$ cat config.mk
export PLATFORM = sky130hd
export DESIGN_NAME = lpi_init_ctrl_flat
export DESIGN_NICKNAME = d
export VERILOG_FILES = /design/src/lpi_pkg.sv /design/src/lpi_link_if.sv /design/src/lpi_sync2.sv /design/src/lpi_init_ctrl.sv /design/src/flat_wrapper.sv
export SDC_FILE = /design/constraint.sdc
export NUM_CORES = 1
export LEC_CHECK = 0
export BUFFER_PORTS_ARGS = -buffer_cell sky130_fd_sc_hd__buf_2
export CAP_MARGIN = 10
export CELL_PAD_IN_SITES_DETAIL_PLACEMENT = 0
export CELL_PAD_IN_SITES_GLOBAL_PLACEMENT = 1
export CORE_MARGIN = 8
export CORE_UTILIZATION = 25
export DETAILED_ROUTE_END_ITERATION = 8
export PLACE_DENSITY = 0.54
export SLEW_MARGIN = 20
export SYNTH_ARGS = -nofsm -noshare
export SYNTH_HDL_FRONTEND = slang
export SYNTH_SLANG_ARGS = --single-unit
$ cat constraint.sdc
create_clock -name CORE_CLK -period 2.27 [get_ports CORE_CLK]
set_clock_uncertainty 0.15 [all_clocks]
set_input_delay 0.3405 -clock CORE_CLK [delete_from_list [all_inputs] [get_ports CORE_CLK]]
set_output_delay 0.3405 -clock CORE_CLK [all_outputs]
set_load 0.05 [all_outputs]
$ cat src/lpi_pkg.sv
// Shared constants, commands and states of the memory init link
package lpi_pkg;
   localparam int          CLK_PERIOD_PS      = 5000;
   localparam int          CKE_LOW_WAIT_NS    = 100;
   localparam int          CLOCK_STABLE_WAIT  = 5;
   localparam int          POST_CKE_IDLE_US   = 200;
   localparam int          POST_RESET_US      = 1;
   localparam int          AUTO_INIT_MAX_US   = 10;
   localparam int          BOOT_CLK_MIN_NS    = 18;
   localparam int          BOOT_CLK_MAX_NS    = 100;
   localparam int          CKE_LOW_CYC        = (CKE_LOW_WAIT_NS * 1000 + CLK_PERIOD_PS - 1)
                                                / CLK_PERIOD_PS;
   localparam int          POST_CKE_CYC       = POST_CKE_IDLE_US * 1000000 / CLK_PERIOD_PS;
   localparam int          POST_RESET_CYC     = POST_RESET_US * 1000000 / CLK_PERIOD_PS;
   localparam int          AUTO_INIT_CYC      = AUTO_INIT_MAX_US * 1000000 / CLK_PERIOD_PS;
   localparam int          BOOT_DIV           = (BOOT_CLK_MIN_NS * 1000 + 2 * CLK_PERIOD_PS - 1)
                                                / (2 * CLK_PERIOD_PS);
   localparam int          DAI_BUSY_CYC       = 64;
   localparam logic [7:0]  MA_INIT_STATUS     = 8'h00;
   localparam logic [7:0]  MA_BURST           = 8'h01;
   localparam logic [7:0]  MA_LATENCY         = 8'h02;
   localparam logic [7:0]  MA_DRIVE           = 8'h03;
   localparam logic [7:0]  MA_REFRESH         = 8'h04;
   localparam logic [7:0]  MA_MAKER           = 8'h05;
   localparam logic [7:0]  MA_REV_ONE         = 8'h06;
   localparam logic [7:0]  MA_REV_TWO         = 8'h07;
   localparam logic [7:0]  MA_GEOMETRY        = 8'h08;
   localparam logic [7:0]  MA_TEST_MODE       = 8'h09;
   localparam logic [7:0]  MA_IO_CALIB        = 8'h0a;
   localparam logic [7:0]  MA_BANK_MASK       = 8'h10;
   localparam logic [7:0]  MA_SEG_MASK        = 8'h11;
   localparam logic [7:0]  MA_CAL_A           = 8'h20;
   localparam logic [7:0]  MA_CAL_B           = 8'h28;
   localparam logic [7:0]  MA_SOFT_RESET      = 8'h3f;
   localparam logic [7:0]  BURST_RESET        = 8'h22;
   localparam logic [7:0]  LATENCY_RESET      = 8'h01;
   localparam logic [7:0]  DRIVE_RESET        = 8'h02;
   localparam int          AUTO_INIT_BIT      = 0;
   localparam int          DEVICE_KIND_BIT    = 1;
   localparam int          FAIL_DIE_BIT       = 5;
   localparam logic [7:0]  CAL_A_VALUE        = 8'h00;
   localparam logic [7:0]  CAL_B_VALUE        = 8'h00;
   localparam logic [7:0]  REFRESH_VALUE      = 8'h03;
   localparam logic [7:0]  GEOMETRY_VALUE     = 8'h10;
   localparam logic [11:0] APB_CTRL           = 12'h000;
   localparam logic [11:0] APB_STATUS         = 12'h004;
   localparam logic [11:0] APB_MRCMD          = 12'h008;
   localparam logic [11:0] APB_MRDATA         = 12'h00c;
   localparam int          CTRL_START         = 0;
   localparam int          CTRL_CKE_OFF       = 1;
   localparam int          CMD_GO             = 31;
   localparam int          CMD_WRITE          = 16;
   typedef enum logic [2:0]
   {
      CMD_NOP = 3'b000,
      CMD_MRW = 3'b001,
      CMD_MRR = 3'b010,
      CMD_PDE = 3'b011,
      CMD_PDX = 3'b100
   } lpi_cmd_t;
   typedef enum logic [3:0]
   {
      ST_OFF    = 4'b0000,
      ST_CKELOW = 4'b0001,
      ST_CKEON  = 4'b0010,
      ST_IDLE3  = 4'b0011,
      ST_RESET  = 4'b0100,
      ST_WAIT4  = 4'b0101,
      ST_POLL   = 4'b0110,
      ST_PWAIT  = 4'b0111,
      ST_READY  = 4'b1000,
      ST_USER   = 4'b1001,
      ST_UWAIT  = 4'b1010
   } lpi_state_t;
endpackage

$ cat src/lpi_link_if.sv
// Command link between init controller and memory device
`timescale 1ns/10ps
`default_nettype none
interface lpi_link_if;
   logic            mem_clk;
   logic            cke;
   logic            cs_n;
   lpi_pkg::lpi_cmd_t cmd;
   logic [7:0]      ma;
   logic [7:0]      op;
   logic [7:0]      rd_data;
   logic            rd_valid;
   logic            rd_oe_n;
   modport ctrl (output mem_clk, output cke, output cs_n, output cmd, output ma, output op,
                 input rd_data, input rd_valid, input rd_oe_n);
   modport dev  (input mem_clk, input cke, input cs_n, input cmd, input ma, input op,
                 output rd_data, output rd_valid, output rd_oe_n);
endinterface
`default_nettype wire

$ cat src/lpi_sync2.sv
// Two-flop synchroniser for link inputs
`timescale 1ns/10ps
`default_nettype none
module lpi_sync2 #(
   parameter int W = 1
) (
   input  wire logic         CORE_CLK,
   input  wire logic         RST_N,
   input  wire logic [W-1:0] D,
   output logic      [W-1:0] Q
);
   logic [W-1:0] meta_q;
   always_ff @(posedge CORE_CLK or negedge RST_N)
   begin
      if (!RST_N)
      begin
         meta_q <= '0;
         Q      <= '0;
      end
      else
      begin
         meta_q <= D;
         Q      <= meta_q;
      end
   end
endmodule
`default_nettype wire

$ cat src/lpi_init_ctrl.sv
// Controller end: power-up sequencer and register command port over APB
//
// The APB interface to the registers was left to the implementer.
`timescale 1ns/10ps
`default_nettype none
module lpi_init_ctrl #(
   parameter int POST_CKE_CYC   = lpi_pkg::POST_CKE_CYC,
   parameter int POST_RESET_CYC = lpi_pkg::POST_RESET_CYC
) (
   input  wire logic        CORE_CLK,
   input  wire logic        RST_N,
   input  wire logic        PSEL,
   input  wire logic        PENABLE,
   input  wire logic        PWRITE,
   input  wire logic [11:0] PADDR,
   input  wire logic [31:0] PWDATA,
   output logic      [31:0] PRDATA,
   output logic             PREADY,
   output logic             PSLVERR,
   lpi_link_if.ctrl         LINK
);
   lpi_pkg::lpi_state_t st_q;
   logic [19:0] cnt_q;
   logic [7:0]  div_q;
   logic        mclk_q, cke_q, cs_n_q, rise_w;
   lpi_pkg::lpi_cmd_t cmd_q;
   logic [7:0]  ma_q, op_q, rdat_q;
   logic        start_q, off_q, go_q, uwr_q, done_q;
   logic [7:0]  uma_q, uop_q;
   logic        rv_s, wr_acc, rd_acc;
   logic [7:0]  rdat_s;

   lpi_sync2 #(.W(9)) u_sync (
      .CORE_CLK (CORE_CLK),
      .RST_N    (RST_N),
      .D        ({LINK.rd_valid, LINK.rd_data}),
      .Q        ({rv_s, rdat_s})
   );

   // Boot clock divided down to stay inside the slow boot window
   assign rise_w = (div_q == 8'(lpi_pkg::BOOT_DIV - 1)) && !mclk_q;
   always_ff @(posedge CORE_CLK or negedge RST_N)
   begin
      if (!RST_N)
      begin
         div_q  <= 8'h00;
         mclk_q <= 1'b0;
      end
      else if (div_q == 8'(lpi_pkg::BOOT_DIV - 1))
      begin
         div_q  <= 8'h00;
         mclk_q <= !mclk_q;
      end
      else
         div_q <= div_q + 8'h01;
   end

   assign wr_acc = PSEL && PENABLE && PWRITE;
   // Read data is loaded in the setup cycle so it stands at the completing edge
   assign rd_acc = PSEL && !PENABLE && !PWRITE;
   assign PREADY  = 1'b1;
   assign PSLVERR = 1'b0;

   always_ff @(posedge CORE_CLK or negedge RST_N)
   begin
      if (!RST_N)
      begin
         start_q <= 1'b0;
         off_q   <= 1'b0;
         uma_q   <= 8'h00;
         uop_q   <= 8'h00;
         uwr_q   <= 1'b0;
      end
      else if (wr_acc && PADDR == lpi_pkg::APB_CTRL)
      begin
         start_q <= PWDATA[lpi_pkg::CTRL_START];
         off_q   <= PWDATA[lpi_pkg::CTRL_CKE_OFF];
      end
      else if (wr_acc && PADDR == lpi_pkg::APB_MRCMD)
      begin
         uma_q <= PWDATA[15:8];
         uop_q <= PWDATA[7:0];
         uwr_q <= PWDATA[lpi_pkg::CMD_WRITE];
      end
   end

   always_ff @(posedge CORE_CLK or negedge RST_N)
   begin
      if (!RST_N)
         PRDATA <= 32'h0000_0000;
      else if (rd_acc && PADDR == lpi_pkg::APB_CTRL)
         PRDATA <= {30'h0, off_q, start_q};
      else if (rd_acc && PADDR == lpi_pkg::APB_STATUS)
         PRDATA <= {22'h0, go_q, done_q, 4'h0, st_q};
      else if (rd_acc && PADDR == lpi_pkg::APB_MRCMD)
         PRDATA <= {go_q, 14'h0, uwr_q, uma_q, uop_q};
      else if (rd_acc && PADDR == lpi_pkg::APB_MRDATA)
         PRDATA <= {24'h0, rdat_q};
      else if (rd_acc)
         PRDATA <= 32'h0000_0000;
   end

   // Sequencer; commands change only on a link clock rising point
   always_ff @(posedge CORE_CLK or negedge RST_N)
   begin
      if (!RST_N)
      begin
         st_q   <= lpi_pkg::ST_OFF;
         cnt_q  <= '0;
         cke_q  <= 1'b0;
         cs_n_q <= 1'b1;
         cmd_q  <= lpi_pkg::CMD_NOP;
         ma_q   <= 8'h00;
         op_q   <= 8'h00;
         done_q <= 1'b0;
         go_q   <= 1'b0;
         rdat_q <= 8'h00;
      end
      else
      begin
         if (rv_s)
            rdat_q <= rdat_s;
         if (off_q)
         begin
            st_q   <= lpi_pkg::ST_OFF;
            cke_q  <= 1'b0;
            cs_n_q <= 1'b1;
            done_q <= 1'b0;
         end
         else if (rise_w)
         begin
            cmd_q  <= lpi_pkg::CMD_NOP;
            cs_n_q <= 1'b1;
            cnt_q  <= cnt_q + 20'h1;
            case (st_q)
               lpi_pkg::ST_OFF:
                  if (start_q)
                  begin
                     st_q  <= lpi_pkg::ST_CKELOW;
                     cnt_q <= '0;
                  end
               lpi_pkg::ST_CKELOW:
                  // Edges counted cover both the low time and the stable clock
                  if (cnt_q >= 20'(lpi_pkg::CKE_LOW_CYC + lpi_pkg::CLOCK_STABLE_WAIT))
                  begin
                     cke_q <= 1'b1;
                     cnt_q <= '0;
                     st_q  <= lpi_pkg::ST_IDLE3;
                  end
               lpi_pkg::ST_IDLE3:
                  if (cnt_q >= 20'(POST_CKE_CYC / lpi_pkg::BOOT_DIV / 2))
                     st_q <= lpi_pkg::ST_RESET;
               lpi_pkg::ST_RESET:
               begin
                  cmd_q  <= lpi_pkg::CMD_MRW;
                  cs_n_q <= 1'b0;
                  ma_q   <= lpi_pkg::MA_SOFT_RESET;
                  done_q <= 1'b0;
                  cnt_q  <= '0;
                  st_q   <= lpi_pkg::ST_WAIT4;
               end
               lpi_pkg::ST_WAIT4:
                  if (cnt_q >= 20'(POST_RESET_CYC / lpi_pkg::BOOT_DIV / 2))
                     st_q <= lpi_pkg::ST_POLL;
               lpi_pkg::ST_POLL:
               begin
                  cmd_q  <= lpi_pkg::CMD_MRR;
                  cs_n_q <= 1'b0;
                  ma_q   <= lpi_pkg::MA_INIT_STATUS;
                  cnt_q  <= '0;
                  st_q   <= lpi_pkg::ST_PWAIT;
               end
               lpi_pkg::ST_PWAIT:
                  if (cnt_q >= 20'h4)
                  begin
                     if (rdat_q[lpi_pkg::AUTO_INIT_BIT])
                        st_q <= lpi_pkg::ST_POLL;
                     else
                     begin
                        done_q <= 1'b1;
                        st_q   <= lpi_pkg::ST_READY;
                     end
                  end
               lpi_pkg::ST_READY:
                  if (go_q)
                  begin
                     if (uwr_q && uma_q == lpi_pkg::MA_SOFT_RESET)
                     begin
                        go_q <= 1'b0;
                        st_q <= lpi_pkg::ST_RESET;
                     end
                     else
                     begin
                        cmd_q  <= uwr_q ? lpi_pkg::CMD_MRW : lpi_pkg::CMD_MRR;
                        cs_n_q <= 1'b0;
                        ma_q   <= uma_q;
                        op_q   <= uop_q;
                        cnt_q  <= '0;
                        st_q   <= lpi_pkg::ST_UWAIT;
                     end
                  end
               lpi_pkg::ST_UWAIT:
                  if (cnt_q >= 20'h4)
                  begin
                     // Pending clears only once the read answer has landed
                     go_q <= 1'b0;
                     st_q <= lpi_pkg::ST_READY;
                  end
               default:
                  st_q <= lpi_pkg::ST_OFF;
            endcase
         end
         // A new order written in the cycle of a clear stays pending
         if (wr_acc && PADDR == lpi_pkg::APB_MRCMD && PWDATA[lpi_pkg::CMD_GO])
            go_q <= 1'b1;
      end
   end

   // Clock runs only at the fixed boot rate; no frequency change is offered
   assign LINK.mem_clk = mclk_q;
   assign LINK.cke     = cke_q;
   assign LINK.cs_n    = cs_n_q;
   assign LINK.cmd     = cmd_q;
   assign LINK.ma      = ma_q;
   assign LINK.op      = op_q;
endmodule
`default_nettype wire

$ cat src/flat_wrapper.sv
// flat-port wrapper written by rule: the top's interface ports become plain ports
module lpi_init_ctrl_flat 
#(
   parameter int POST_CKE_CYC   = lpi_pkg::POST_CKE_CYC,
   parameter int POST_RESET_CYC = lpi_pkg::POST_RESET_CYC
)
  (CORE_CLK, RST_N, PSEL, PENABLE, PWRITE, PADDR, PWDATA, PRDATA, PREADY, PSLVERR, LINK_mem_clk, LINK_cke, LINK_cs_n, LINK_cmd, LINK_ma, LINK_op, LINK_rd_data, LINK_rd_valid, LINK_rd_oe_n);
  lpi_link_if LINK_i ();
  input  wire logic CORE_CLK;
  input  wire logic RST_N;
  input  wire logic PSEL;
  input  wire logic PENABLE;
  input  wire logic PWRITE;
  input  wire logic [11:0] PADDR;
  input  wire logic [31:0] PWDATA;
  output logic      [31:0] PRDATA;
  output logic PREADY;
  output logic PSLVERR;
  output wire logic [$bits(LINK_i.mem_clk)-1:0] LINK_mem_clk;
  output wire logic [$bits(LINK_i.cke)-1:0] LINK_cke;
  output wire logic [$bits(LINK_i.cs_n)-1:0] LINK_cs_n;
  output wire logic [$bits(LINK_i.cmd)-1:0] LINK_cmd;
  output wire logic [$bits(LINK_i.ma)-1:0] LINK_ma;
  output wire logic [$bits(LINK_i.op)-1:0] LINK_op;
  input wire logic [$bits(LINK_i.rd_data)-1:0] LINK_rd_data;
  input wire logic [$bits(LINK_i.rd_valid)-1:0] LINK_rd_valid;
  input wire logic [$bits(LINK_i.rd_oe_n)-1:0] LINK_rd_oe_n;
  assign LINK_mem_clk = LINK_i.mem_clk;
  assign LINK_cke = LINK_i.cke;
  assign LINK_cs_n = LINK_i.cs_n;
  assign LINK_cmd = LINK_i.cmd;
  assign LINK_ma = LINK_i.ma;
  assign LINK_op = LINK_i.op;
  assign LINK_i.rd_data = LINK_rd_data;
  assign LINK_i.rd_valid = LINK_rd_valid;
  assign LINK_i.rd_oe_n = LINK_rd_oe_n;
  lpi_init_ctrl #(.POST_CKE_CYC(POST_CKE_CYC), .POST_RESET_CYC(POST_RESET_CYC)) u_core (.CORE_CLK(CORE_CLK), .RST_N(RST_N), .PSEL(PSEL), .PENABLE(PENABLE), .PWRITE(PWRITE), .PADDR(PADDR), .PWDATA(PWDATA), .PRDATA(PRDATA), .PREADY(PREADY), .PSLVERR(PSLVERR), .LINK(LINK_i));
endmodule
==> flow_metrics.env, run 1 <==
export IMPL_slew_viol_final=0
export IMPL_yosysMostFrequentCell="dfrtp_1"
export IMPL_end_kind="register"
export IMPL_portBuffers=82
export IMPL_numCtsBuffers=17
export IMPL_cts_sinks=118
export IMPL_layout_drive_gt1_share_pct=40.63
export IMPL_cp_max_fo=8
export IMPL_fin_util_pct=35.81
export IMPL_start_util_pct=25.16
export IMPL_die_h_um=163.5
export IMPL_max_freq_mhz=427.6
export IMPL_synth_compound_area_share_pct=11.96
export IMPL_critical_path_top_delay_family="simple AND/OR/NAND/NOR gates"
export IMPL_clkLatencyLatePin_ps=410
export IMPL_avgSynthCellArea_um2=10.64
export IMPL_synthAdderAreaFrac_pct=1.380
export IMPL_vias=4503
export IMPL_ys_seq_elements=118
export IMPL_worst_path_buf_inv=1
export IMPL_synth_ff_type="dfrtp_1"
export IMPL_path_class="reg2reg"
export IMPL_core_area_mm2=0.02162
export IMPL_grt_max_degree=49
export IMPL_synth_top_cell_area_share_pct=53.83
export IMPL_area_growth_pct=42.35
export IMPL_status="finished with violations"
export IMPL_finalInstanceArea_mm2=0.007742
export IMPL_final_hold_violation_count=0
export IMPL_grt_pass1_vias=4908
export IMPL_via_per_inst=4.600
export IMPL_synth_top_area_cell="dfrtp_1"
export IMPL_async_flop_share_pct=100.0
export IMPL_n_antenna_cell=0
export IMPL_placed_area_mm2=0.006699
export IMPL_ys_seq_area_share_pct=54.31
export IMPL_yosys_warnings=0
export IMPL_synth_top_family_by_area="simple AND/OR/NAND/NOR gates"
export IMPL_cap_viol_max_count=0
export IMPL_routed_wl_um=15690
export IMPL_die_width_um=163.5
export IMPL_grt_pass1_wl_um=25760
export IMPL_post_route_drc_count=0
export IMPL_worstPathArrival_ps=2480
export IMPL_place_hpwl_um=11450
export IMPL_synth_edf_count=0
export IMPL_synth_commonest_cells="117 x dfrtp_1, 50 x nor2_1, 36 x nand2_1"
export IMPL_violations="setup timing"
export IMPL_setup_slack_ps=-68.42
export IMPL_clock_path_buffers=2
export IMPL_hold_path_class="in2reg"
export IMPL_ir_drop_uv=553.1
export IMPL_worst_pin_slew_ps=516.9
export IMPL_fin_crit_ps=2338
export IMPL_synth_xor_area_share_pct=2.738
export IMPL_antenna_found_initial=1
export IMPL_first_iter_violations=235
export IMPL_yosys_cell_types_count=63
export IMPL_cts_tree="built"
export IMPL_grt_ovfl_total=0
export IMPL_ant_nets=0
export IMPL_cp_required_ps=2410
export IMPL_crit_path_max_incr_delay_ps=580
export IMPL_finalSetupViolations=21
export IMPL_cellPowerDensity_mw_per_mm2=910.1
export IMPL_synth_area_leaders="dfrtp_1 54%, mux2_2 6.6%, nor2_1 3.5%, nand2_1 2.5%, buf_4 2.3%"
export IMPL_drt_pass1_iter_count=4
export IMPL_p_leak_nw=3.702
export IMPL_synth_cells=511
export IMPL_rsz0062_at_grt="true"
export IMPL_place_gp_congestion=0.7778
export IMPL_cp_slowest_cell="or4_4"
export IMPL_rows=54
export IMPL_grt_usage_pct=12.10
export IMPL_synthSimpleGateAreaFrac_pct=17.67
export IMPL_io_pins=115
export IMPL_dieArea_mm2=0.02673
export IMPL_wl_per_cell_um=16.03
export IMPL_nNetsFinal=754
export IMPL_critPathLaunchType="register"
export IMPL_clk_pin_slew_worst_paths_ps=50
export IMPL_cts_root_buffer="clkbuf_16"
export IMPL_slew_limit_headroom_pct=65.39
export IMPL_synth_mux_area_share_pct=6.993
export IMPL_h_tree_depth=4
export IMPL_synth_area_mm2=0.005439
export IMPL_worstPathCellList="or4_4, or4_4, nor2_4, buf_12, mux2_4"
export IMPL_path_common_cell="or4_4"
export IMPL_period_share_pct=103.0
sequential cells by signal, summed over array words and instances, names as in the netlist, 9 cells and up:
register	cells
u_core.cnt_q	20
u_core.u_sync.meta_q	9
u_core.u_sync.Q	9
u_core.PRDATA	18
metal layers:
metal,wire length [um],GRT usage (%),part of all wire [%],vias to the layer above
li1,-,-,-,2146
met1,7192,15.75,46,2233
met2,7471,19.10,48,108
met3,896,3.629,5.7,14
met4,121,3.471,0.77,2
met5,12,0,0.076,-
cell families after synthesis:
family | Yosys count
simple gates | 184
compound gates | 98
mux | 34
fa+ha+maj | 6
flops | 118
other cells | 2
buf+inv | 52
xor+xnor | 17
what timing repair did:
action	4_1_cts	5_1_grt
hold buffers	14	0
buffers inserted	5	4
endpoints found under the setup margin	41	41
hold endpoints to repair	38	0
gates cloned	0	1
resized for setup	30	41
pin swaps	11	19
worst reg2reg max path: cells and delay by family (launching register included):
family	cells	cell delay [ps]
flops	1	380
simple gates	3	1240
buf+inv	1	160
mux	1	310
per-stage QoR:
step | hold WS [ps] | std cells | power (mW) | setup TNS, ps | worst slack [ps]
final | 19.47 | 979 | 7.047 | -732.2 | -68.42
after global routing | 3.362 | 979 | 7.442 | -2491 | -132.6
after CTS | 2.220 | 974 | 6.930 | -1013 | -71.12
after detailed placement | 96.60 | 927 | 4.320 | -2850 | -154.7
after global placement | 96.61 | 927 | 4.292 | -2308 | -132.0
after floorplan | -105.1 | 526 | 3.638 | -1552 | -126.8
cell usage in the layout (no fill, tap or decap), types with 17 or more instances in the layout:
master	netlist	routed
o21ai_0	20	18
dfrtp_1	117	117
buf_4	17	76
buf_2	2	81
conb_1	2	17
nor2_1	50	40
clkbuf_16	0	18
mux2_2	32	24
a21oi_1	23	22
nand3_1	25	23
nand2_1	36	34
power breakdown:
| group | switching, mW | total (mW) | internal [mW] |
|---|---|---|---|
| clock | 0.935 | 2.47 | 1.53 |
| sequential | 0.140 | 2.41 | 2.27 |
| combinational | 1.27 | 2.17 | 0.896 |
area by class of cell:
cell class	count	area, um^2
clock buffer	20	456.7
clock inverter	9	81.33
fill	2162	13880
inverter	13	48.80
multi-input combinational	356	2551
sequential	118	2954
tap	280	350.3
timing repair buffer	183	1300
path summary, 6_finish.rpt:
kind	from	slack (ps)	endpoint	depth (start not counted)
setup / recovery	u_core.div_q[5]	-70	u_core.LINK.op[0]	5
setup reg to reg	u_core.div_q[5]	-70	u_core.LINK.op[0]	5
min in group asynchronous	RST_N	220	u_core.PRDATA[3]	2
hold reg to reg	u_core.u_sync.meta_q[1]	200	u_core.u_sync.Q[1]	0
max in group asynchronous	RST_N	1060	u_core.cnt_q[4]	3
hold / removal	PWDATA[11]	20	u_core.uma_q[3]	2
Power figures use the tool's default switching activity.
==> run 2: changes to the inputs <==
--- a/config.mk
+++ b/config.mk
@@ -13,6 +13,7 @@
 export CORE_UTILIZATION = 25
 export DETAILED_ROUTE_END_ITERATION = 8
 export PLACE_DENSITY = 0.54
+export RECOVER_POWER = 25
 export SLEW_MARGIN = 20
 export SYNTH_ARGS = -nofsm -noshare
 export SYNTH_HDL_FRONTEND = slang
==> flow_metrics.env, run 2 (same netlist as run 1, synthesis figures left out) <==
export IMPL_cts_sinks=118
export IMPL_largest_register_ffs=20
export IMPL_final_common_cell="dfrtp_1"
export IMPL_gr_usage_met1_pct=15.75
export IMPL_largestRegisters="u_core.cnt_q x20, u_core.PRDATA x18"
export IMPL_io_pins=115
export IMPL_start_util_pct=25.16
export IMPL_portBuffers=82
export IMPL_power_mw=7.048
export IMPL_vias=4513
export IMPL_cellPowerDensity_mw_per_mm2=911.9
export IMPL_hold_path_class="in2reg"
export IMPL_area_growth_pct=42.10
export IMPL_core_area_mm2=0.02162
export IMPL_die_h_um=163.5
export IMPL_grt_usage_pct=12.10
export IMPL_path_class="reg2reg"
export IMPL_placed_area_mm2=0.006699
export IMPL_max_freq_mhz=427.5
export IMPL_place_gp_congestion=0.7778
export IMPL_grt_use_met2_pct=19.10
export IMPL_fin_util_pct=35.75
export IMPL_layout_drive_gt1_share_pct=40.20
export IMPL_violations="setup timing"
export IMPL_place_hpwl_um=11450
export IMPL_die_width_um=163.5
export IMPL_clock_path_buffers=2
export IMPL_fin_cells=979
export IMPL_ir_drop_uv=553.1
export IMPL_cp_max_fo=8
export IMPL_via_per_inst=4.610
export IMPL_ant_nets=0
export IMPL_gr_usage_met3_pct=3.629
export IMPL_worstPathArrival_ps=2480
export IMPL_n_antenna_cell=0
export IMPL_place_inst=927
export IMPL_p_leak_nw=3.690
export IMPL_end_kind="register"
export IMPL_wl_per_cell_um=16.05
export IMPL_final_hold_violation_count=0
export IMPL_rows=54
export IMPL_cts_root_buffer="clkbuf_16"
export IMPL_clk_pin_slew_worst_paths_ps=50
export IMPL_drt_pass1_iter_count=4
export IMPL_setup_slack_ps=-69.25
export IMPL_h_tree_depth=4
export IMPL_slew_limit_headroom_pct=24.79
export IMPL_post_route_drc_count=0
export IMPL_finalSetupViolations=21
export IMPL_cts_tree="built"
export IMPL_critPathLaunchType="register"
export IMPL_grt_pass1_wl_um=25760
export IMPL_finalInstanceArea_mm2=0.007729
export IMPL_max_flop_register="u_core.cnt_q"
export IMPL_grt_pass1_vias=4908
export IMPL_grt_max_degree=49
export IMPL_first_iter_violations=229
export IMPL_status="finished with violations"
export IMPL_clkLatencyLatePin_ps=410
export IMPL_period_share_pct=103.1
export IMPL_cp_required_ps=2410
export IMPL_final_cell_mix="117 x dfrtp_1, 81 x buf_2, 72 x buf_4"
export IMPL_routed_wl_um=15710
export IMPL_fin_crit_ps=2339
export IMPL_worst_pin_slew_ps=1128
export IMPL_numCtsBuffers=17
export IMPL_grt_busiest_layer="met2"
export IMPL_antenna_found_initial=1
export IMPL_rsz0062_at_grt="true"
export IMPL_dieArea_mm2=0.02673
export IMPL_cap_viol_max_count=0
export IMPL_grt_ovfl_total=0
export IMPL_nNetsFinal=754
export IMPL_slew_viol_final=0
## run 2: metal layers
layer  vias to the layer above  part of all wire [%]
met4                         2                  0.78
met2                       118                    48
met5                         -                 0.076
met3                        14                   5.6
li1                       2143                     -
met1                      2236                    46
## run 2: worst max-delay path: stages, from the launching register on
cell     delay (ps)
dfrtp_1         380
or4_4           580
or4_4           530
nor2_4          120
buf_12          160
mux2_4          300
## run 2: power breakdown
group	leakage (nW)	switching, mW	internal [mW]
Clock	0.259	0.937	1.53
Combinational	1.88	1.27	0.894
Sequential	1.55	0.140	2.27
## run 2: cell type report
type	count	area (um^2)
inverter	13	48.80
multi-input combinational	356	2551
tap	280	350.3
sequential	118	2954
clock inverter	9	81.33
timing repair buffer	183	1286
fill	2166	13890
clock buffer	20	456.7
## run 2: per-stage QoR
stage / hold WS (ps) / setup TNS [ps] / setup WS [ps]
2_1_floorplan: -105.1 / -1552 / -126.8
3_3_place_gp: 96.61 / -2308 / -132.0
3_5_place_dp: 96.60 / -2850 / -154.7
4_1_cts: 2.220 / -1013 / -71.12
5_1_grt: 3.362 / -2491 / -132.6
6_report: 18.98 / -744.2 / -69.25
## run 2: path summary, 6_finish.rpt
path	start	endpoint	slack, ps	cells after the start
min in group asynchronous	RST_N	u_core.PRDATA[3]	540	2
min reg2reg	u_core.u_sync.meta_q[1]	u_core.u_sync.Q[1]	200	0
min	PWDATA[11]	u_core.uma_q[3]	20	2
max reg2reg	u_core.div_q[5]	u_core.LINK.op[0]	-70	5
max in group asynchronous	RST_N	u_core.PRDATA[7]	410	3
max	u_core.div_q[5]	u_core.LINK.op[0]	-70	5
## run 2: timing repair
action	CTS	global route
pin swaps	11	19
resized for setup	30	41
hold buffers	14	0
gates cloned	0	1
endpoints found under the setup margin	41	41
endpoints found under the hold margin	38	0
buffers inserted	5	4
==> run 3: changes to the inputs <==
--- a/config.mk
+++ b/config.mk
@@ -5,13 +5,14 @@
 export SDC_FILE = /design/constraint.sdc
 export NUM_CORES = 1
 export LEC_CHECK = 0
-export BUFFER_PORTS_ARGS = -buffer_cell sky130_fd_sc_hd__buf_2
+export BUFFER_PORTS_ARGS = -buffer_cell sky130_fd_sc_hd__buf_4
 export CAP_MARGIN = 10
 export CELL_PAD_IN_SITES_DETAIL_PLACEMENT = 0
 export CELL_PAD_IN_SITES_GLOBAL_PLACEMENT = 1
 export CORE_MARGIN = 8
 export CORE_UTILIZATION = 25
 export DETAILED_ROUTE_END_ITERATION = 8
+export GPL_TIMING_DRIVEN = 0
 export PLACE_DENSITY = 0.54
 export RECOVER_POWER = 25
 export SLEW_MARGIN = 20
==> constraint.sdc (replaced) <==
create_clock -name CORE_CLK -period 2.27 [get_ports CORE_CLK]
set_clock_uncertainty 0.15 [all_clocks]
set_input_delay 0.3405 -clock CORE_CLK [delete_from_list [all_inputs] [get_ports CORE_CLK]]
set_output_delay 0.3405 -clock CORE_CLK [all_outputs]
set_load 0.1 [all_outputs]
==> flow_metrics.env, run 3 (same netlist as run 1, synthesis figures left out) <==
export IMPL_cts_sinks=118
export IMPL_critical_path_depth=5
export IMPL_p_leak_nw=3.722
export IMPL_clkLatencyLatePin_ps=410
export IMPL_clk_pin_slew_worst_paths_ps=50
export IMPL_setup_slack_ps=-145.2
export IMPL_antenna_found_initial=0
export IMPL_reg2reg_slack_ps=-150
export IMPL_dp_slack_ps=-673.7
export IMPL_drt_pass1_iter_count=5
export IMPL_violations="setup timing"
export IMPL_period_share_pct=106.4
export IMPL_worst_pin_slew_ps=1302
export IMPL_path_common_cell="or4_4"
export IMPL_crit_path_max_incr_delay_ps=580
export IMPL_final_cell_mix="119 x buf_4, 111 x dfrtp_1, 36 x nor2_1"
export IMPL_vias=4488
export IMPL_grt_max_degree=71
export IMPL_ir_drop_uv=689.5
export IMPL_dieArea_mm2=0.02673
export IMPL_layout_drive_gt1_share_pct=40.40
export IMPL_largestRegisters="u_core.cnt_q x20, u_core.PRDATA x18"
export IMPL_die_h_um=163.5
export IMPL_max_flop_register="u_core.cnt_q"
export IMPL_grt_usage_pct=12.15
export IMPL_h_tree_depth=4
export IMPL_slew_viol_final=0
export IMPL_final_common_cell="buf_4"
export IMPL_first_iter_violations=226
export IMPL_cp_max_fo=8
export IMPL_status="finished with violations"
export IMPL_holdWs_ps=20.65
export IMPL_r2r_end="u_core.LINK.op[0]"
export IMPL_worstPathCellList="or4_4, or4_4, nor2_4, buf_12, mux2_4"
export IMPL_fin_crit_ps=2415
export IMPL_core_area_mm2=0.02162
export IMPL_final_hold_violation_count=0
export IMPL_r2r_cells=5
export IMPL_n_antenna_cell=0
export IMPL_r2r_start="u_core.div_q[4]"
export IMPL_numCtsBuffers=17
export IMPL_hold_path_class="in2reg"
export IMPL_cts_root_buffer="clkbuf_16"
export IMPL_setup_worst_path_start="u_core.div_q[4]"
export IMPL_grt_ovfl_total=0
export IMPL_portBuffers=82
export IMPL_worstPathArrival_ps=2560
export IMPL_place_hpwl_um=10840
export IMPL_rows=54
export IMPL_largest_register_ffs=20
export IMPL_path_class="reg2reg"
export IMPL_critPathLaunchType="register"
export IMPL_cellPowerDensity_mw_per_mm2=979.0
export IMPL_area_growth_pct=47.57
export IMPL_io_pins=115
export IMPL_cap_viol_max_count=0
export IMPL_start_util_pct=25.16
export IMPL_critical_path_top_delay_family="simple AND/OR/NAND/NOR gates"
export IMPL_worst_path_buf_inv=1
export IMPL_nNetsFinal=750
export IMPL_via_per_inst=4.589
export IMPL_finalSetupViolations=34
export IMPL_wl_per_cell_um=16.16
export IMPL_rsz0062_at_grt="true"
export IMPL_die_width_um=163.5
export IMPL_clock_path_buffers=2
export IMPL_end_kind="register"
export IMPL_slew_limit_headroom_pct=13.21
export IMPL_cp_required_ps=2420
export IMPL_crit_end="u_core.LINK.op[0]"
export IMPL_ant_nets=0
export IMPL_post_route_drc_count=0
export IMPL_grt_pass1_wl_um=25510
export IMPL_cts_tree="built"
export IMPL_routed_wl_um=15810
export IMPL_place_gp_congestion=0.7766
export IMPL_grt_pass1_vias=4694
export IMPL_cp_slowest_cell="or4_4"
export IMPL_max_freq_mhz=414.0
run 3: final cells by class:
type | instances | area [um^2]
timing repair buffer | 143 | 1199
buffer | 35 | 216.5
tap | 280 | 350.3
inverter | 13 | 48.80
fill | 2208 | 13590
clock buffer | 19 | 442.9
sequential | 118 | 2962
clock inverter | 13 | 178.9
multi-input combinational | 357 | 2629
run 3: worst min path at each step:
stage,depth (start not counted),slack (ps),end,from
final,2,20,u_core.uop_q[3],PWDATA[3]
after CTS,2,0.4,u_core.uma_q[0],PWDATA[8]
after global routing,2,7,u_core.uop_q[3],PWDATA[3]
after detailed placement,1,170,u_core.cnt_q[3],RST_N
after global placement,0,190,u_core.u_sync.Q[5],u_core.u_sync.meta_q[5]
after floorplan,0,-110,u_core.LINK.cke,RST_N
run 3: power breakdown:
part           switching [mW]  internal, mW  total, mW
clock                   0.976          1.86       2.83
combinational            1.60         0.994       2.60
sequential              0.152          2.27       2.43
total                    2.73          5.13       7.86
run 3: metal layers:
metal	GRT usage (%)	wire [um]	up-vias
met3	4.158	953	16
met4	4.174	214	0
met1	16.21	7264	2204
met5	0	0	-
li1	-	-	2142
met2	17.99	7374	126
run 3: stage by stage:
stage          power [mW]  util (%)  TNS, ps  instance area, um^2  cells
2_1_floorplan       3.907         -    -1440                 5518    526
3_3_place_gp        4.435     29.99   -27400                 6484    888
3_5_place_dp        4.456     30.13   -29290                 6515    889
4_1_cts             7.646     35.65    -3210                 7709    961
5_1_grt             8.250     37.12    -5438                 8026    978
6_report            7.858     37.12    -2371                 8026    978
run 3: timing repair:
action,CTS,global route
setup buffers,21,17
gates cloned,1,1
pin swaps,15,25
hold buffers,21,0
resized for setup,49,55
endpoints found under the hold margin,68,0
endpoints found under the setup margin,53,60
